### src/logic/e1_rx_alarm_cfg.svh
// register offsets, bit positions and detection counts for the
// receive alarm and status bank; assumes nothing else is included first
`ifndef E1_RX_ALARM_CFG_SVH
`define E1_RX_ALARM_CFG_SVH

`define ADDR_ALARM_STATUS_ONE     8'h06
`define ADDR_RECEIVE_INFORMATION  8'h08
`define ADDR_SYNCHRONIZER_STATUS  8'h1e
`define REG_RESET                 8'h00

// receive information bit positions
`define RI_TX_FULL    7
`define RI_TX_EMPTY   6
`define RI_JIT_TRIP   5
`define RI_RX_FULL    4
`define RI_RX_EMPTY   3
`define RI_CRC_RESYNC 2
`define RI_FAS_RESYNC 1
`define RI_CAS_RESYNC 0

// alarm status one bit positions
`define AS_SIG_ONES   7
`define AS_DIST_MF    6
`define AS_SIG_ZEROS  5
`define AS_SLIP       4
`define AS_UNF_ONES   3
`define AS_REMOTE     2
`define AS_CARRIER    1
`define AS_LOS        0

// frame structure
`define TS_SIGNALING  5'h10
`define TS_ALIGN      5'h00
`define BITPOS_DMA    3'h5
`define BITPOS_RAI    3'h2
`define FRAME_FIRST   4'h0
`define FRAME_LAST    4'hf
`define BITPOS_LAST   3'h7

// alarm thresholds
`define SIG_ONES_ZEROS   5'h03
`define DMA_RUN          2'h2
`define RAI_RUN          2'h3
`define UNF_WINDOW_LAST  9'h1ff
`define UNF_ZEROS        9'h003
`define CL_ZERO_RUN      8'hff
`define CL_WINDOW_LAST   8'hfe
`define CL_ONES          8'h20
`define CRC_BLOCK_LAST   10'h3e7
`define CRC_ERR_LIMIT    10'h393
`define FAS_ERR_RUN      2'h3
`define CAS_ERR_RUN      2'h2
`define JIT_MARGIN       8'h04

`endif

### src/logic/e1_rx_alarm_pkg.sv
// types shared by the receive alarm and status bank
// assumes e1_rx_alarm_cfg.svh supplies the numeric constants
package e1_rx_alarm_pkg;

   // one recovered receive bit with its position in the frame structure
   typedef struct packed {
      logic       valid;
      logic       data;
      logic [4:0] slot;
      logic [2:0] bitpos;
      logic [3:0] frame;
      logic       align;
   } rx_bit_s;

   // one-cycle events from framer, elastic stores and synchronizer
   typedef struct packed {
      logic tx_full;
      logic tx_empty;
      logic rx_full;
      logic rx_empty;
      logic fas_check;
      logic fas_error;
      logic cas_check;
      logic cas_error;
      logic crc_check;
      logic crc_error;
      logic crc_timeout;
      logic crc_found;
   } frame_event_s;

   // live synchronizer search levels
   typedef struct packed {
      logic fas_search;
      logic cas_search;
      logic crc_search;
   } sync_state_s;

   typedef logic [7:0] reg_byte_t;

endpackage

### src/logic/e1_receive_alarm_status.sv
// receive alarm detection and the three receive status registers
// assumes framer, stores and host port share clk_in; no synchronisers
`include "e1_rx_alarm_cfg.svh"
// Summary of operation
// [RULE1] transmit store full/empty flags on slips
// [RULE2] jitter trip within four bits of limit
// [RULE3] receive store full/empty flags on slips
// [RULE4] crc resync flag at 915 of 1000
// [RULE5] fas resync after three bad words
// [RULE6] cas resync after two bad words
// [RULE7] sync counter bits 5..2,0 in register
// [RULE8] search active flags read live
// [RULE9] counter steps on each search timeout
// [RULE10] counter clears on crc level sync
// [RULE11] counter clears while crc mode off
// [RULE12] counter wraps past maximum
// [RULE13] signaling all ones per multiframe
// [RULE14] signaling alarms kept in ccs mode
// [RULE15] signaling all zeros per multiframe
// [RULE16] distant mf alarm two multiframes
// [RULE17] unframed all ones per 512 bits
// [RULE18] remote alarm three non-align frames
// [RULE19] carrier loss 255 zeros, 32 ones clear
// [RULE20] loss of sync while not synchronized
// [RULE21] receive slip on repeat or delete
// [RULE22] latched bits masked write, then read
// [RULE23] synchronizer register live and read-only
// [RULE24] alarms gated onto interrupt output one
module e1_receive_alarm_status #(
   parameter int JIT_DEPTH = 32
) (
   // clock and reset
   input  wire logic                          clk_in,
   input  wire logic                          rst_in,
   // parallel control port
   input  wire logic [7:0]                    addr_in,
   input  wire logic                          wr_in,
   input  wire logic                          rd_in,
   input  wire e1_rx_alarm_pkg::reg_byte_t    wdata_in,
   output      e1_rx_alarm_pkg::reg_byte_t    rdata_out,
   // receive stream and framer events
   input  wire e1_rx_alarm_pkg::rx_bit_s      rx_bit_in,
   input  wire e1_rx_alarm_pkg::frame_event_s event_in,
   input  wire e1_rx_alarm_pkg::sync_state_s  sync_in,
   input  wire logic [7:0]                    jitter_fill_in,
   // configuration from elsewhere in the device
   input  wire logic                          crc_mode_enable_in,
   input  wire e1_rx_alarm_pkg::reg_byte_t    int_mask_one_in,
   // interrupt
   output      logic                          interrupt_out_one
);
   import e1_rx_alarm_pkg::*;
   function automatic logic at_bit(input rx_bit_s b, input logic [4:0] ts,
                                   input logic [2:0] pos);
      at_bit = b.valid && b.slot == ts && b.bitpos == pos;
   endfunction

   // set wins over the clear in the same cycle
   function automatic reg_byte_t sticky(input reg_byte_t held,
                                        input reg_byte_t set,
                                        input reg_byte_t clr);
      sticky = set | (held & ~clr);
   endfunction

   reg_byte_t  alarm_latch;
   reg_byte_t  alarm_status_one;
   reg_byte_t  info_latch;
   reg_byte_t  receive_information;
   reg_byte_t  synchronizer_status;
   reg_byte_t  alarm_set;
   reg_byte_t  info_set;
   logic       wr_alarm;
   logic       wr_info;
   logic [5:0] sync_count;

   // alarm levels
   logic sig_all_ones_alarm;
   logic sig_all_zeros_alarm;
   logic distant_mf_alarm;
   logic unframed_all_ones_alarm;
   logic remote_alarm_flag;
   logic carrier_loss_flag;
   assign wr_alarm = wr_in && addr_in == `ADDR_ALARM_STATUS_ONE;
   assign wr_info  = wr_in && addr_in == `ADDR_RECEIVE_INFORMATION;

   // ---- slot 16 content over one multiframe ----
   logic [4:0] sig_zero_count;
   logic       sig_one_seen;
   logic       ts16_bit;
   logic       mf_end;
   logic [4:0] next_zero_count;
   logic       next_one_seen;
   assign ts16_bit = rx_bit_in.valid && rx_bit_in.slot == `TS_SIGNALING;
   assign mf_end   = at_bit(rx_bit_in, `TS_SIGNALING, `BITPOS_LAST) &&
                     rx_bit_in.frame == `FRAME_LAST;
   assign next_zero_count = (!rx_bit_in.data &&
                             sig_zero_count != 5'h1f) ?
                            sig_zero_count + 5'h01 : sig_zero_count;
   assign next_one_seen = sig_one_seen | rx_bit_in.data;

   // evaluated regardless of cas or ccs signaling mode
   always_ff @(posedge clk_in) begin // RULE14
      if (rst_in) begin
         sig_zero_count      <= 5'h00;
         sig_one_seen        <= 1'b0;
         sig_all_ones_alarm  <= 1'b0;
         sig_all_zeros_alarm <= 1'b0;
      end else if (mf_end) begin
         sig_zero_count      <= 5'h00;
         sig_one_seen        <= 1'b0;
         sig_all_ones_alarm  <= next_zero_count < `SIG_ONES_ZEROS; // RULE13
         sig_all_zeros_alarm <= !next_one_seen; // RULE15
      end else if (ts16_bit) begin
         sig_zero_count <= next_zero_count;
         sig_one_seen   <= next_one_seen;
      end
   end

   // ---- distant multiframe alarm ----
   logic [1:0] dma_ones;
   logic [1:0] dma_zeros;
   always_ff @(posedge clk_in) begin
      if (rst_in) begin
         dma_ones         <= 2'h0;
         dma_zeros        <= 2'h0;
         distant_mf_alarm <= 1'b0;
      end else if (at_bit(rx_bit_in, `TS_SIGNALING, `BITPOS_DMA) &&
                   rx_bit_in.frame == `FRAME_FIRST) begin
         if (rx_bit_in.data) begin
            dma_zeros <= 2'h0;
            if (dma_ones != `DMA_RUN)
               dma_ones <= dma_ones + 2'h1;
            if (dma_ones == `DMA_RUN - 2'h1)
               distant_mf_alarm <= 1'b1; // RULE16
         end else begin
            dma_ones <= 2'h0;
            if (dma_zeros != `DMA_RUN)
               dma_zeros <= dma_zeros + 2'h1;
            if (dma_zeros == `DMA_RUN - 2'h1)
               distant_mf_alarm <= 1'b0; // RULE16
         end
      end
   end

   // ---- remote alarm from non-align frames ----
   logic [1:0] rai_ones;
   logic [1:0] rai_zeros;
   always_ff @(posedge clk_in) begin
      if (rst_in) begin
         rai_ones          <= 2'h0;
         rai_zeros         <= 2'h0;
         remote_alarm_flag <= 1'b0;
      end else if (at_bit(rx_bit_in, `TS_ALIGN, `BITPOS_RAI) &&
                   !rx_bit_in.align) begin
         if (rx_bit_in.data) begin
            rai_zeros <= 2'h0;
            if (rai_ones != `RAI_RUN)
               rai_ones <= rai_ones + 2'h1;
            if (rai_ones == `RAI_RUN - 2'h1)
               remote_alarm_flag <= 1'b1; // RULE18
         end else begin
            rai_ones <= 2'h0;
            if (rai_zeros != `RAI_RUN)
               rai_zeros <= rai_zeros + 2'h1;
            if (rai_zeros == `RAI_RUN - 2'h1)
               remote_alarm_flag <= 1'b0; // RULE18
         end
      end
   end

   // ---- unframed all ones over 512-bit windows ----
   // windows are back to back, not sliding: cheaper, same verdict per window
   logic [8:0] unf_bits;
   logic [8:0] unf_zeros;
   logic [8:0] next_unf_zeros;
   assign next_unf_zeros = (!rx_bit_in.data && unf_zeros != 9'h1ff) ?
                           unf_zeros + 9'h001 : unf_zeros;

   always_ff @(posedge clk_in) begin
      if (rst_in) begin
         unf_bits                <= 9'h000;
         unf_zeros               <= 9'h000;
         unframed_all_ones_alarm <= 1'b0;
      end else if (rx_bit_in.valid) begin
         unf_bits <= unf_bits + 9'h001;
         if (unf_bits == `UNF_WINDOW_LAST) begin
            unf_zeros               <= 9'h000;
            unframed_all_ones_alarm <= next_unf_zeros < `UNF_ZEROS; // RULE17
         end else begin
            unf_zeros <= next_unf_zeros;
         end
      end
   end

   // ---- carrier loss ----
   logic [7:0] cl_zero_run;
   logic [7:0] cl_bits;
   logic [7:0] cl_ones;
   logic [7:0] next_cl_ones;
   assign next_cl_ones = (rx_bit_in.data && cl_ones != 8'hff) ?
                         cl_ones + 8'h01 : cl_ones;

   always_ff @(posedge clk_in) begin
      if (rst_in) begin
         cl_zero_run       <= 8'h00;
         cl_bits           <= 8'h00;
         cl_ones           <= 8'h00;
         carrier_loss_flag <= 1'b0;
      end else if (rx_bit_in.valid) begin
         if (rx_bit_in.data)
            cl_zero_run <= 8'h00;
         else if (cl_zero_run != `CL_ZERO_RUN)
            cl_zero_run <= cl_zero_run + 8'h01;
         if (!rx_bit_in.data && cl_zero_run == `CL_ZERO_RUN - 8'h01)
            carrier_loss_flag <= 1'b1; // RULE19
         // clear window restarts each 255 bits while in loss
         if (cl_bits == `CL_WINDOW_LAST || !carrier_loss_flag) begin
            cl_bits <= 8'h00;
            cl_ones <= 8'h00;
            if (carrier_loss_flag && next_cl_ones >= `CL_ONES)
               carrier_loss_flag <= 1'b0; // RULE19
         end else begin
            cl_bits <= cl_bits + 8'h01;
            cl_ones <= next_cl_ones;
         end
      end
   end

   // ---- resync criteria ----
   logic [1:0] fas_err_run;
   logic [1:0] cas_err_run;
   logic [9:0] crc_words;
   logic [9:0] crc_errs;
   logic       fas_resync;
   logic       cas_resync;
   logic       crc_resync;
   logic [9:0] next_crc_errs;
   assign next_crc_errs = crc_errs + {9'h000, event_in.crc_error};

   always_ff @(posedge clk_in) begin
      if (rst_in) begin
         fas_err_run <= 2'h0;
         cas_err_run <= 2'h0;
         crc_words   <= 10'h000;
         crc_errs    <= 10'h000;
         fas_resync  <= 1'b0;
         cas_resync  <= 1'b0;
         crc_resync  <= 1'b0;
      end else begin
         fas_resync <= 1'b0;
         cas_resync <= 1'b0;
         crc_resync <= 1'b0;
         if (event_in.fas_check) begin
            fas_err_run <= event_in.fas_error &&
                           fas_err_run != `FAS_ERR_RUN - 2'h1 ?
                           fas_err_run + 2'h1 : 2'h0;
            fas_resync  <= event_in.fas_error &&
                           fas_err_run == `FAS_ERR_RUN - 2'h1; // RULE5
         end
         if (event_in.cas_check) begin
            cas_err_run <= event_in.cas_error &&
                           cas_err_run != `CAS_ERR_RUN - 2'h1 ?
                           cas_err_run + 2'h1 : 2'h0;
            cas_resync  <= event_in.cas_error &&
                           cas_err_run == `CAS_ERR_RUN - 2'h1; // RULE6
         end
         if (event_in.crc_check) begin
            if (crc_words == `CRC_BLOCK_LAST) begin
               crc_words  <= 10'h000;
               crc_errs   <= 10'h000;
               crc_resync <= next_crc_errs >= `CRC_ERR_LIMIT; // RULE4
            end else begin
               crc_words <= crc_words + 10'h001;
               crc_errs  <= next_crc_errs;
            end
         end
      end
   end

   // ---- crc4 sync counter ----
   always_ff @(posedge clk_in) begin
      if (rst_in || !crc_mode_enable_in)
         sync_count <= 6'h00; // RULE11
      else if (event_in.crc_found)
         sync_count <= 6'h00; // RULE10
      else if (event_in.crc_timeout)
         sync_count <= sync_count + 6'h01; // RULE9 RULE12
   end

   // ---- latched registers ----
   always_comb begin
      alarm_set = 8'h00;
      alarm_set[`AS_SIG_ONES]  = sig_all_ones_alarm;
      alarm_set[`AS_DIST_MF]   = distant_mf_alarm;
      alarm_set[`AS_SIG_ZEROS] = sig_all_zeros_alarm;
      alarm_set[`AS_SLIP] = event_in.rx_full | event_in.rx_empty; // RULE21
      alarm_set[`AS_UNF_ONES]  = unframed_all_ones_alarm;
      alarm_set[`AS_REMOTE]    = remote_alarm_flag;
      alarm_set[`AS_CARRIER]   = carrier_loss_flag;
      alarm_set[`AS_LOS]       = sync_in.fas_search; // RULE20
   end

   always_comb begin
      info_set = 8'h00;
      info_set[`RI_TX_FULL]    = event_in.tx_full; // RULE1
      info_set[`RI_TX_EMPTY]   = event_in.tx_empty; // RULE1
      info_set[`RI_JIT_TRIP]   = jitter_fill_in + `JIT_MARGIN >=
                                 8'(JIT_DEPTH); // RULE2
      info_set[`RI_RX_FULL]    = event_in.rx_full; // RULE3
      info_set[`RI_RX_EMPTY]   = event_in.rx_empty; // RULE3
      info_set[`RI_CRC_RESYNC] = crc_resync;
      info_set[`RI_FAS_RESYNC] = fas_resync;
      info_set[`RI_CAS_RESYNC] = cas_resync;
   end

   // mask write copies selected latched bits into the read image and clears
   always_ff @(posedge clk_in) begin
      if (rst_in) begin
         alarm_latch      <= `REG_RESET;
         alarm_status_one <= `REG_RESET;
      end else begin
         alarm_latch <= sticky(alarm_latch, alarm_set,
                               wr_alarm ? wdata_in : 8'h00); // RULE22
         if (wr_alarm)
            alarm_status_one <= (alarm_latch & wdata_in) |
                                (alarm_status_one & ~wdata_in); // RULE22
      end
   end

   always_ff @(posedge clk_in) begin
      if (rst_in) begin
         info_latch          <= `REG_RESET;
         receive_information <= `REG_RESET;
      end else begin
         info_latch <= sticky(info_latch, info_set,
                              wr_info ? wdata_in : 8'h00); // RULE22
         if (wr_info)
            receive_information <= (info_latch & wdata_in) |
                                   (receive_information & ~wdata_in);
      end
   end

   assign synchronizer_status = {sync_count[5:2], sync_count[0], // RULE7
                                 sync_in.fas_search, sync_in.cas_search,
                                 sync_in.crc_search}; // RULE8 RULE23

   // ---- read port ----
   always_ff @(posedge clk_in) begin
      if (rst_in)
         rdata_out <= `REG_RESET;
      else if (rd_in) begin
         case (addr_in)
            `ADDR_ALARM_STATUS_ONE:    rdata_out <= alarm_status_one;
            `ADDR_RECEIVE_INFORMATION: rdata_out <= receive_information;
            `ADDR_SYNCHRONIZER_STATUS: rdata_out <= synchronizer_status;
            default:                   rdata_out <= 8'h00;
         endcase
      end
   end

   // ---- interrupt ----
   always_ff @(posedge clk_in) begin
      if (rst_in)
         interrupt_out_one <= 1'b0;
      else
         interrupt_out_one <= |(alarm_latch & int_mask_one_in); // RULE24
   end

endmodule

### config.mk
export PLATFORM = sky130hd
export DESIGN_NAME = e1_receive_alarm_status
export DESIGN_NICKNAME = d
export VERILOG_FILES = /design/src/logic/e1_rx_alarm_pkg.sv /design/src/logic/e1_receive_alarm_status.sv
export VERILOG_INCLUDE_DIRS = /design/src /design/src/logic
export SDC_FILE = /design/constraint.sdc
export NUM_CORES = 1
export LEC_CHECK = 0
export ABC_AREA = 1
export ABC_CLOCK_PERIOD_IN_PS = 5600
export BUFFER_PORTS_ARGS = -buffer_cell sky130_fd_sc_hd__buf_2
export CAP_MARGIN = 10
export CELL_PAD_IN_SITES_DETAIL_PLACEMENT = 0
export CELL_PAD_IN_SITES_GLOBAL_PLACEMENT = 1
export CORE_MARGIN = 4
export CORE_UTILIZATION = 46
export CTS_CLUSTER_SIZE = 14
export DETAILED_ROUTE_END_ITERATION = 10
export GPL_ROUTABILITY_DRIVEN = 0
export GPL_TIMING_DRIVEN = 0
export PLACE_DENSITY_LB_ADDON = 0.1
export SYNTH_ARGS = -nofsm -noshare
export SYNTH_HDL_FRONTEND = slang
export SYNTH_SLANG_ARGS = --single-unit
### constraint.sdc
create_clock -name clk_in -period 5.6 [get_ports clk_in]
set_input_delay 0.84 -clock clk_in [delete_from_list [all_inputs] [get_ports clk_in]]
set_output_delay 0.84 -clock clk_in [all_outputs]
set_load 0.05 [all_outputs]
Yosys cells after proc, flatten, opt, wreduce, memory -nomap -nowiden
Index checks and enable logic that the tools add are counted.
{ "word_totals": {"register_bits": 136, "latchBits": 0, "ram_bits": 0, "romBits": 0, "in_bits": 67, "output_inout_bits": 9, "elab_cells": 183, "n_memories": 0} }
{ "op_classes": {"addsub": 16, "n_mul": 0, "div_mod_pow": 0, "n_lt_le_gt_ge": 5, "n_eq_ne": 32, "shifts": 0, "muxes": 32, "n_bitwise": 20, "reduce_logical": 47} }
{ "ops": {"columns": ["operator", "count"], "rows": [
  ["AND 8 bit", 7],
  ["two-way mux 8 bit", 7],
  ["bitwise OR 8 bit", 4],
  ["adder 8 x 1 -> 8 bit (second input constant)", 3],
  ["inverter 8 bit", 3],
  ["one-hot mux 8 bit (3 select lines)", 1],
  ["two-way mux 10 bit", 2],
  ["two-way mux 2 bit", 10],
  ["logical AND 1 bit", 19],
  ["adder 9 x 1 -> 9 bit (second input constant)", 2],
  ["two-way mux 9 bit", 2],
  ["== test 8 bit (second input constant)", 2],
  ["greater-or-equal comparator 8 x 6 -> 1 bit (second input constant)", 2],
  ["inequality test 8 bit (second input constant)", 2],
  ["adder 2 x 1 -> 2 bit (second input constant)", 6],
  ["AND reduction 2 bit", 6],
  ["adder 10 x 1 -> 10 bit", 1],
  ["adder 10 x 1 -> 10 bit (second input constant)", 1],
  ["== test 10 bit (second input constant)", 1],
  ["greater-or-equal comparator 10 bit (second input constant)", 1],
  ["inequality test 2 x 1 -> 1 bit (second input constant)", 5],
  ["inequality test 2 bit (second input constant)", 5],
  ["nonzero test 2 bit", 5],
  ["== test 9 bit (second input constant)", 1],
  ["other kinds (28)", 54]
]} }

Depth between registers and ports, before layout
Gate-level depths: netlist of the first run.
{ "depth": {"word_depth": 7, "ltp_mapped": 13} }

Worst setup path before layout of the first run
Ideal clock, no wire load.
{ "synth_path": {"path_type": "in2reg", "from": "in addr_in[7]", "to": "reg (tool-made name)", "setup_ps": 139, "arrival_time_ps": 1957, "setup_slack_ps": 3504, "cell_stages": 8, "n_path_buf": 1, "cell_sequence": "or2_4 > nor3_4 > nand2_2 > nor2_4 > buf_8 > nand2_1 > nand2_1 > a21oi_2"} }
{ "synth_rtl": {"columns": ["item", "line", "rtl"], "rows": [
  ["start, declared", "e1_receive_alarm_status.sv:36", "input wire logic [7:0] addr_in,"]
]} }

Final worst setup path of the first run
{ "layout_path": {"from": "reg unf_zeros[0]", "to": "reg unframed_all_ones_alarm"} }
{ "layout_between": {"elab_chain_len": 4} }
{ "layout_rtl": {"columns": ["item", "line", "rtl"], "rows": [
  ["start, declared", "e1_receive_alarm_status.sv:174", "logic [8:0] unf_zeros;"],
  ["start signal, assigned", "e1_receive_alarm_status.sv:190", "unf_zeros <= next_unf_zeros;"],
  ["parallel branches: the longest is 2 deep, another holds adder 9 x 1 -> 9 bit", null, null],
  ["two-way mux 9 bit (*)", "e1_receive_alarm_status.sv:176", "assign next_unf_zeros = (!rx_bit_in.data && unf_zeros != 9'h1ff) ?"],
  ["< comparator 9 x 2 -> 1 bit (no source line) (*)", null, null],
  ["end signal, assigned", "e1_receive_alarm_status.sv:188", "unframed_all_ones_alarm <= next_unf_zeros < `UNF_ZEROS;"],
  ["end, declared", "e1_receive_alarm_status.sv:80", "logic unframed_all_ones_alarm;"]
]} }
Every way passes the cells marked *.
A chain may end at the register's enable or synchronous reset.

==> results of run 1 <==
[worst max-delay path by stage]
stage	startpoint	end	slack [ps]	cells after the start
after detailed placement	rst_in	rai_ones[0]	2980	6
after global routing	unf_zeros[0]	unframed_all_ones_alarm	3190	11
final	unf_zeros[0]	unframed_all_ones_alarm	3430	11
after CTS	rst_in	unf_bits[8]	3440	6
after floorplan	addr_in[7]	register	3500	8
after global placement	rst_in	rai_zeros[0]	2940	6
[per-stage QoR]
step / std cells / hold WS [ps] / utilization, % / power [mW] / instance area [um^2]
after floorplan: 943 / 413.0 / - / 1.082 / 6731
after global placement: 1194 / 424.6 / 51.87 / 1.142 / 7312
after detailed placement: 1194 / 436.4 / 51.87 / 1.142 / 7312
after CTS: 1226 / 449.7 / 56.43 / 2.361 / 7954
after global routing: 1226 / 483.4 / 56.43 / 2.417 / 7954
final: 1226 / 440.5 / 56.43 / 2.337 / 7954
[cell usage after synthesis (all sizes together) (7+ instances only)]
| library cell | number | area share [%] |
|---|---|---|
| a21oi | 105 | 8.5 |
| buf | 7 | 0.71 |
| clkbuf | 16 | 0.89 |
| dfxtp | 136 | 40 |
| ha | 25 | 4.6 |
| inv | 91 | 5.1 |
| nand2 | 256 | 14 |
| nand3 | 71 | 6.5 |
| nand4 | 14 | 1.3 |
| nor2 | 109 | 6.3 |
| nor3 | 29 | 2.5 |
| o21ai | 25 | 1.9 |
| xor2 | 16 | 2.1 |
[layer usage]
layer,vias up,track usage [%],share of wire (%)
li1,3280,-,-
met1,2761,25.37,48
met2,93,33.11,47
met3,16,4.442,3.9
met4,0,5.744,1.0
met5,-,0,0
[area by class of cell]
cell class	count	area, um^2	area share, %
Clock buffer	24	501.7	6.308
Sequential cell	136	2723	34.23
Inverter	91	341.6	4.294
Buffer	23	107.6	1.353
Clock inverter	8	140.1	1.762
Multi-Input combinational cell	693	3560	44.75
Timing Repair Buffer	71	355.3	4.468
Tap cell	180	225.2	2.832
[report_power, final]
part	leakage, nW	switching [mW]	internal [mW]
sequential	1.10	0.0114	0.982
combinational	1.77	0.0847	0.0423
clock	0.320	0.415	0.801
[layout by cell type (no fill, tap or decap), types with 16 or more instances in the layout]
| cell type | instances |
|---|---|
| ha_1 | 25 |
| inv_1 | 90 |
| dfxtp_1 | 136 |
| nor2_1 | 107 |
| nand3_2 | 16 |
| a21oi_1 | 92 |
| clkbuf_16 | 17 |
| clkbuf_1 | 18 |
| xor2_1 | 16 |
| nand3_1 | 55 |
| buf_2 | 73 |
| o21ai_0 | 24 |
| nand2_1 | 254 |
| nor3_1 | 26 |
[logic make-up after synthesis]
group,Yosys count,share of synthesized area (%)
DFF,136,40.45
AOI/OAI and AO/OA,152,12.86
adders and majority gates,25,4.647
muxes,3,0.4461
xor gates and xnor gates,21,2.732
buffers and inverters,114,6.673
and+or+nand+nor,492,32.19
[worst max-delay path: stages (launching register included)]
cell     delay, ps
dfxtp_1        360
ha_1           230
nand2_1        110
nor4_1          60
ha_1           210
nor2_1         350
nand3_1        210
nor2_1         170
nand3_1        100
nand2_1         90
nand4_1         90
a21oi_1        120
==> impl_metrics.py, run 1 <==
metrics = {
    "clocking": {
        "cts_resized": 0,
        "clockBufferDepth": 2,
        "clk-insertion-delay-late_ps": 430,
        "cts_max_level": 4,
        "hold_buffers": 0,
        "postCtsSetupBuffers": 0,
        "cts_sinks": 136,
        "numCtsBuffers": 17,
        "cts_tree": "yes",
        "cts.clk_slew.worst_paths_ps": 60,
        "root_buffer": "clkbuf_16",
    },
    "grt": {
        "grt_pass1_vias": 5690,
        "overflow": 0,
        "grt_first_pass_wirelength_mm": 26.32,
        "antenna_found_initial": 0,
        "grtUsageTotal_pct": 19.70,
        "grt_max_degree": 17,
    },
    "hold_path": {
        "hp-start": "fas_resync",
        "hold_depth": 2,
        "hold_class": "register to register",
        "min_to": "info_latch[1]",
    },
    "sta": {
        "relSlewSlack_pct": 49.37,
        "clock-skew-final_ps": 4.901,
        "worstMarginPinSlew_ps": 753.6,
        "final_max_slew_viol_count": 0,
        "period_needed_ps": 2168,
        "timing.final.crit_share_pct": 38.71,
        "worst_slack_ps": 3432,
        "fin_tns_setup_ps": 0,
        "rsz0062_at_grt": "no",
        "setup_viol_count_final": 0,
        "hold_violations": 0,
        "fmax_mhz": 461.3,
    },
    "setup_path": {
        "regToRegSetupSlack_ps": 3430,
        "worstPathRequired_ps": 5950,
        "crit_arrival_ps": 2520,
        "critPathMaxFanout": 7,
        "ff2ff_path_depth": 11,
        "reg2reg_to": "unframed_all_ones_alarm",
        "startpoint_type": "register",
        "crit-reg2reg-launch": "unf_zeros[0]",
        "critPathCaptureType": "register",
        "crit_type": "register to register",
    },
    "job": {
        "max_cap_viol_count": 0,
    },
    "routing": {
        "drt_first_pass_iters": 5,
        "wl_per_cell_um": 12.98,
        "wl_mm": 15.92,
        "drt.antenna.violating_nets": 0,
        "drc_errors": 0,
        "viasPerCell": 5.016,
        "drt_iter0_drc": 351,
        "vias": 6150,
    },
    "logic_synthesis": {
        "synthCells": 943,
        "yosysWarnings": 0,
        "syn_area_per_cell_um2": 7.138,
        "ys_ff_latch": 136,
        "synth_fp_nets": 1035,
        "async_reset_ff_share_pct": 0,
        "syn_area_mm2": 0.006731,
        "seq_area_frac_synth_pct": 40.45,
        "synth-edff-count": 0,
        "synth_flop_cell": "dfxtp_1",
        "synth_cell_types": 42,
    },
    "finish": {
        "synthToLayoutAreaGrowth_pct": 18.16,
        "fin_nets": 1125,
        "fillers": 1373,
        "n_antenna_cell": 0,
        "layout-drive-gt1-share_pct": 14.05,
    },
    "placement": {
        "pre_cts_ws_ps": 2979,
        "io_buffer_count": 71,
        "hpwl_mm": 11.75,
    },
    "floorplanning": {
        "die_x_um": 129.0,
        "pin_count": 76,
        "die-area_mm2": 0.01663,
        "rows": 43,
        "core_mm2": 0.01410,
        "die_h_um": 129.0,
        "initial_core_util_pct": 47.75,
    },
    "power_and_ir_drop": {
        "p_per_area_mw_per_mm2": 293.8,
        "ir_drop_mv": 0.2382,
        "leakage_nw": 3.186,
    },
    "outcome": {
        "status": "finished, final reports clean",
    },
}
No activity file was read; power rests on OpenSTA's default activity.
==> inputs of run 2 (changes only) <==
--- a/config.mk
+++ b/config.mk
@@ -6,14 +6,14 @@
 export SDC_FILE = /design/constraint.sdc
 export NUM_CORES = 1
 export LEC_CHECK = 0
-export ABC_AREA = 1
-export ABC_CLOCK_PERIOD_IN_PS = 5600
+export ABC_AREA = 0
+export ABC_CLOCK_PERIOD_IN_PS = 1810
 export BUFFER_PORTS_ARGS = -buffer_cell sky130_fd_sc_hd__buf_2
 export CAP_MARGIN = 10
 export CELL_PAD_IN_SITES_DETAIL_PLACEMENT = 0
 export CELL_PAD_IN_SITES_GLOBAL_PLACEMENT = 1
 export CORE_MARGIN = 4
-export CORE_UTILIZATION = 46
+export CORE_UTILIZATION = 40
 export CTS_CLUSTER_SIZE = 14
 export DETAILED_ROUTE_END_ITERATION = 10
 export GPL_ROUTABILITY_DRIVEN = 0
==> constraint.sdc (replaced) <==
create_clock -name clk_in -period 1.81 [get_ports clk_in]
set_input_delay 0.2715 -clock clk_in [delete_from_list [all_inputs] [get_ports clk_in]]
set_output_delay 0.2715 -clock clk_in [all_outputs]
set_load 0.05 [all_outputs]
==> impl_metrics.py, run 2 <==
metrics = {
    "setup_path": {
        "critPathCaptureType": "register",
        "critPathMaxFanout": 7,
        "startpoint_type": "register",
        "critPathTopFamily": "simple AND/OR/NAND/NOR gates",
        "cp_num_buf_inv": 1,
        "critical_path.startpoint": "unf_zeros[0]",
        "crit_arrival_ps": 2240,
        "max_stage_delay_ps": 350,
        "crit_slowest_cell": "dfxtp_4",
        "worstPathRequired_ps": 2150,
        "crit-reg2reg-launch": "unf_zeros[0]",
        "crit_type": "register to register",
        "path_cells": "ha_4 -> nand3_2 -> nor2_2 -> ha_2 -> or2_1 -> buf_8 -> nor3_4 -> xnor2_2 -> a31oi_1 -> nor3_1",
    },
    "logic_synthesis": {
        "netlist_top_cells_area": "dfxtp_1 42%, nor2_1 7.2%, a21oi_1 5.4%",
        "async_reset_ff_share_pct": 0,
        "synth-edff-count": 0,
        "synth_fp_nets": 864,
        "synth_top_area_share_pct": 41.84,
        "yosysWarnings": 0,
        "synth_most_common_cell": "dfxtp_1",
        "seq_area_frac_synth_pct": 41.84,
        "synth_xor_area_share_pct": 6.595,
        "ys_ff_latch": 136,
        "synthCells": 772,
        "synth_cell_types": 64,
        "syn_area_per_cell_um2": 8.429,
        "syn_area_mm2": 0.006507,
        "netlist_top_cells_count": "136 x dfxtp_1, 125 x nor2_1, 70 x a21oi_1, 65 x nand2_1, 36 x nand3_1",
        "synth-adder-area-share_pct": 4.807,
        "synth_compound_area_share_pct": 13.27,
        "synth_top_family_by_area": "simple AND/OR/NAND/NOR gates",
        "synthMuxAreaShare_pct": 3.576,
        "yosys.area_share.simple_pct": 27.01,
        "synth_flop_cell": "dfxtp_1",
        "netlist.top_cell.by_area": "dfxtp_1",
    },
    "outcome": {
        "violations": "setup timing",
        "status": "complete, but fails checks",
    },
    "sta": {
        "worstMarginPinSlew_ps": 1157,
        "setup_viol_count_final": 4,
        "final_max_slew_viol_count": 0,
        "fin_tns_setup_ps": -228.3,
        "hold_violations": 0,
        "period_needed_ps": 1898,
        "timing.final.crit_share_pct": 104.9,
        "worst_slack_ps": -88.02,
        "rsz0062_at_grt": "yes",
        "relSlewSlack_pct": 22.14,
        "fmax_mhz": 526.9,
        "clock-skew-final_ps": 8.274,
        "worst_hold_slack_ps": 65.54,
    },
    "clocking": {
        "clockBufferDepth": 2,
        "clk-insertion-delay-late_ps": 420,
        "cts.clk_slew.worst_paths_ps": 60,
        "hold_buffers": 0,
        "cts_tree": "yes",
        "cts_sinks": 136,
        "cts_max_level": 4,
        "numCtsBuffers": 17,
        "root_buffer": "clkbuf_16",
    },
    "routing": {
        "drc_errors": 0,
        "drt.antenna.violating_nets": 0,
        "drt_iter0_drc": 312,
        "viasPerCell": 5.340,
        "wl_mm": 16.82,
        "drt_first_pass_iters": 8,
        "vias": 5863,
        "wl_per_cell_um": 15.32,
    },
    "power_and_ir_drop": {
        "clkPwrFrac_pct": 51.9,
        "leakage_nw": 3.071,
        "p_per_area_mw_per_mm2": 893.7,
        "pwr-share-seq_pct": 42.6,
        "ir_drop_mv": 0.7309,
        "switching_share_pct": 21.14,
        "p_switching_mw": 1.518,
        "combPwrFrac_pct": 5.5,
        "p_int_mw": 5.664,
    },
    "floorplanning": {
        "die-area_mm2": 0.01837,
        "pin_count": 76,
        "initial_core_util_pct": 40.97,
        "die_x_um": 135.6,
        "core_mm2": 0.01589,
        "rows": 46,
        "die_h_um": 135.6,
    },
    "grt": {
        "grt_max_degree": 17,
        "grt_pass1_vias": 5591,
        "overflow": 0,
        "grt_first_pass_wirelength_mm": 27.23,
        "grtUsageTotal_pct": 18.55,
        "antenna_found_initial": 0,
    },
    "placement": {
        "io_buffer_count": 71,
        "placed_cell_area_mm2": 0.007197,
        "hpwl_mm": 12.04,
        "pre_cts_ws_ps": -505.6,
    },
    "hold_path": {
        "hp-start": "event_in[10]",
        "hold_class": "input port to register",
    },
    "finish": {
        "fillers": 1562,
        "final_cell_area_mm2": 0.008036,
        "final_core_util_pct": 50.59,
        "layout-drive-gt1-share_pct": 18.37,
        "fin_nets": 961,
        "layout_common_cells": "128 x dfxtp_1, 121 x nor2_1, 75 x buf_2, 70 x a21oi_1, 65 x nand2_1",
        "synthToLayoutAreaGrowth_pct": 23.50,
        "ff_latch_area_mm2": 0.002738,
        "multiInputGateArea_mm2": 0.003766,
        "n_antenna_cell": 0,
        "final_common_cell": "dfxtp_1",
    },
    "job": {
        "max_cap_viol_count": 0,
    },
}
[run 2: cell types whose count changed after synthesis, sizes merged, moves of 15 or more]
cell / change
a21oi: -35
inv: -75
mux2i: +18
nand2: -191
nand2b: +24
nand3: -35
nor2: +17
nor3: -15
xnor2: +19
[run 2: metal layers]
metal	vias to the layer above	part of all wire (%)	track usage, %
li1	2942	-	-
met1	2777	46	23.64
met2	121	48	31.11
met3	23	4.3	4.792
met4	0	1.7	5.319
met5	-	0	0
[run 2: cell type report]
| class | instances | area share [%] |
|---|---|---|
| Sequential cell | 136 | 34.07 |
| Clock buffer | 24 | 6.243 |
| Inverter | 16 | 0.7473 |
| Clock inverter | 8 | 1.744 |
| Multi-Input combinational cell | 588 | 46.86 |
| Buffer | 30 | 1.713 |
| Timing Repair Buffer | 80 | 5.262 |
| Tap cell | 216 | 3.363 |
[run 2: power groups by stage]
stage	Sequential (mW)	Combinational, mW	Clock, mW
after floorplan	3.12	0.199	0
after global placement	3.12	0.368	0
after detailed placement	3.12	0.375	0
after CTS	3.06	0.387	3.81
after global routing	3.06	0.437	3.95
final	3.06	0.397	3.73
[run 2: per-stage QoR]
step,cells,total power [mW]
floorplan,772,3.321
global placement,1059,3.490
detailed placement,1059,3.499
CTS,1095,7.253
global route,1098,7.443
finish,1098,7.182
[run 2: path summary, 6_finish.rpt]
path | endpoint | slack, ps | cells after the start
max | unframed_all_ones_alarm | -90 | 10
min reg2reg | info_latch[0] | 440 | 2
min | info_latch[6] | 70 | 3
max reg2reg | unframed_all_ones_alarm | -90 | 10
[run 2: cells by family after synthesis]
logic type / after synthesis
and+or+nand+nor: 351
AOI/OAI and AO/OA: 140
DFF: 136
xor gates and xnor gates: 49
buffers and inverters: 48
adders and majority gates: 25
muxes: 23
[run 2: repair_timing]
action                                  4_1_cts  5_1_grt
pin swaps                                    10        6
endpoints found under the setup margin       28       35
resized for setup                            16       27
buffers inserted                              6        3
cloned                                        0        0
[run 2: worst reg2reg max path, delay by kind of cell, from the launching register on]
kind	cells	cell delay, ps
AO/OA/AOI/OAI	1	130
XOR/XNOR	1	160
adder cells (fa/ha/maj)	2	340
buffers and inverters	1	150
flip-flops	1	350
AND/OR/NAND/NOR	5	700
==> inputs of run 3 (changes only) <==
--- a/config.mk
+++ b/config.mk
@@ -13,12 +13,14 @@
 export CELL_PAD_IN_SITES_DETAIL_PLACEMENT = 0
 export CELL_PAD_IN_SITES_GLOBAL_PLACEMENT = 1
 export CORE_MARGIN = 4
-export CORE_UTILIZATION = 40
+export CORE_UTILIZATION = 41
+export CTS_BUF_LIST = sky130_fd_sc_hd__clkbuf_4
 export CTS_CLUSTER_SIZE = 14
 export DETAILED_ROUTE_END_ITERATION = 10
 export GPL_ROUTABILITY_DRIVEN = 0
 export GPL_TIMING_DRIVEN = 0
 export PLACE_DENSITY_LB_ADDON = 0.1
+export SLEW_MARGIN = 20
 export SYNTH_ARGS = -nofsm -noshare
 export SYNTH_HDL_FRONTEND = slang
 export SYNTH_SLANG_ARGS = --single-unit
==> impl_metrics.py, run 3 (synthesis gave the netlist of run 2 again) <==
metrics = {
    "sta": {
        "relSlewSlack_pct": 35.37,
        "clock-skew-final_ps": 22.37,
        "worst_slack_ps": -89.02,
        "rsz0062_at_grt": "yes",
        "final_max_slew_viol_count": 0,
        "worstMarginPinSlew_ps": 962.0,
        "period_needed_ps": 1899,
        "setup_viol_count_final": 4,
        "fmax_mhz": 526.6,
        "hold_violations": 0,
        "timing.final.crit_share_pct": 104.9,
    },
    "setup_path": {
        "worstPathRequired_ps": 2280,
        "max_stage_delay_ps": 380,
        "path_cells": "ha_4 -> nand3_2 -> nor2_2 -> ha_2 -> and4bb_2 -> and4_1 -> or3b_4 -> a21oi_2",
        "crit_arrival_ps": 2370,
        "cp_num_buf_inv": 0,
        "startpoint_type": "register",
        "critPathTopFamily": "simple AND/OR/NAND/NOR gates",
        "crit_type": "register to register",
        "critPathCaptureType": "register",
        "crit_slowest_cell": "dfxtp_4",
        "critPathMaxFanout": 3,
    },
    "clocking": {
        "numCtsBuffers": 17,
        "cts_sinks": 136,
        "clockBufferDepth": 2,
        "clk-insertion-delay-late_ps": 530,
        "cts_max_level": 4,
        "cts.clk_slew.worst_paths_ps": 120,
        "cts_tree": "yes",
        "root_buffer": "clkbuf_4",
    },
    "finish": {
        "layout-drive-gt1-share_pct": 18.28,
        "layout_common_cells": "125 x dfxtp_1, 121 x nor2_1, 75 x buf_2, 68 x a21oi_1, 65 x nand2_1",
        "n_antenna_cell": 0,
        "final_common_cell": "dfxtp_1",
        "finalNonFillerCells": 1108,
        "fin_nets": 976,
        "final_cell_area_mm2": 0.007776,
        "synthToLayoutAreaGrowth_pct": 19.50,
    },
    "grt": {
        "grt_first_pass_wirelength_mm": 27.50,
        "antenna_found_initial": 0,
        "grt_max_degree": 17,
        "grtUsageTotal_pct": 18.79,
        "grt_pass1_vias": 5634,
        "overflow": 0,
    },
    "job": {
        "max_cap_viol_count": 0,
    },
    "floorplanning": {
        "die_h_um": 134.0,
        "rows": 45,
        "core_mm2": 0.01537,
        "die-area_mm2": 0.01795,
        "die_x_um": 134.0,
        "initial_core_util_pct": 42.34,
        "pin_count": 76,
    },
    "placement": {
        "dp_cells": 1054,
        "hpwl_mm": 12.16,
        "placed_cell_area_mm2": 0.007191,
        "io_buffer_count": 71,
        "pre_cts_ws_ps": -486.4,
    },
    "routing": {
        "wl_mm": 16.95,
        "drt.antenna.violating_nets": 0,
        "drt_first_pass_iters": 5,
        "viasPerCell": 5.346,
        "drt_iter0_drc": 239,
        "drc_errors": 0,
        "wl_per_cell_um": 15.30,
        "vias": 5923,
    },
    "power_and_ir_drop": {
        "p_per_area_mw_per_mm2": 667.3,
        "switching_share_pct": 25.80,
        "combPwrFrac_pct": 8.1,
        "pwr-share-seq_pct": 58.8,
        "ir_drop_mv": 0.4841,
        "p_int_mw": 3.850,
        "leakage_nw": 2.925,
        "clkPwrFrac_pct": 33.0,
        "p_switching_mw": 1.339,
    },
    "outcome": {
        "status": "complete, but fails checks",
        "violations": "setup timing",
    },
    "hold_path": {
        "hold_class": "input port to register",
    },
}
==> run 3: final cells by class <==
type,count,area (um^2)
inverter,16,60.06
clock inverter,14,90.09
sequential,136,2746
timing repair buffer,95,573.1
tap,211,264.0
multi-input combinational,588,3771
buffer,30,136.4
clock buffer,18,135.1
fill,1529,7595
==> run 3: repair_timing <==
| item | CTS | global route |
|---|---|---|
| hold buffers | 15 | 0 |
| endpoints found under the setup margin | 15 | 31 |
| hold endpoints to repair | 18 | 0 |
| pin swaps | 8 | 14 |
| gates resized for setup | 16 | 34 |
| buffers inserted | 4 | 5 |
==> run 3: worst paths after layout <==
path / start / end / slack, ps / cells after the start
worst max register to register: unf_zeros[0] / unf_zeros[6] / -90 / 8
worst max-delay path: unf_zeros[0] / unf_zeros[6] / -90 / 8
worst min-delay path: int_mask_one_in[5] / interrupt_out_one / 50 / 3
worst min register to register: register / register / 460 / 2
==> run 3: layer usage <==
metal	up-vias	wire (um)	GRT usage, %
met5	-	0	0
met4	0	197	5.486
met1	2803	7927	23.81
met3	15	740	4.501
met2	141	8083	31.92
li1	2964	-	-
==> run 3: power groups by stage <==
| stage | logic [mW] | clock network, mW | registers, mW |
|---|---|---|---|
| 2_1_floorplan | 0.199 | 0 | 3.12 |
| 3_3_place_gp | 0.367 | 0 | 3.12 |
| 3_5_place_dp | 0.377 | 0 | 3.12 |
| 4_1_cts | 0.411 | 1.80 | 3.05 |
| 5_1_grt | 0.469 | 1.90 | 3.06 |
| 6_report | 0.423 | 1.71 | 3.05 |
==> run 3: through the flow <==
stage                     power, mW  hold WS [ps]  TNS, ps  utilization [%]
after global routing          5.432         28.16   -765.4            50.59
final                         5.189         54.11   -244.6            50.59
after detailed placement      3.501         442.5   -37270            46.78
after floorplan               3.321         388.9   -13.63                -
after CTS                     5.267         3.370   -336.6            49.66
after global placement        3.489         426.1   -35680            46.78
==> run 3: worst reg2reg max path, cell delays in order, from the launching register on <==
cell and delay [ps]:
dfxtp_4 380, ha_4 160, nand3_2 70, nor2_2 40
ha_2 170, and4bb_2 330, and4_1 200, or3b_4 380
a21oi_2 110
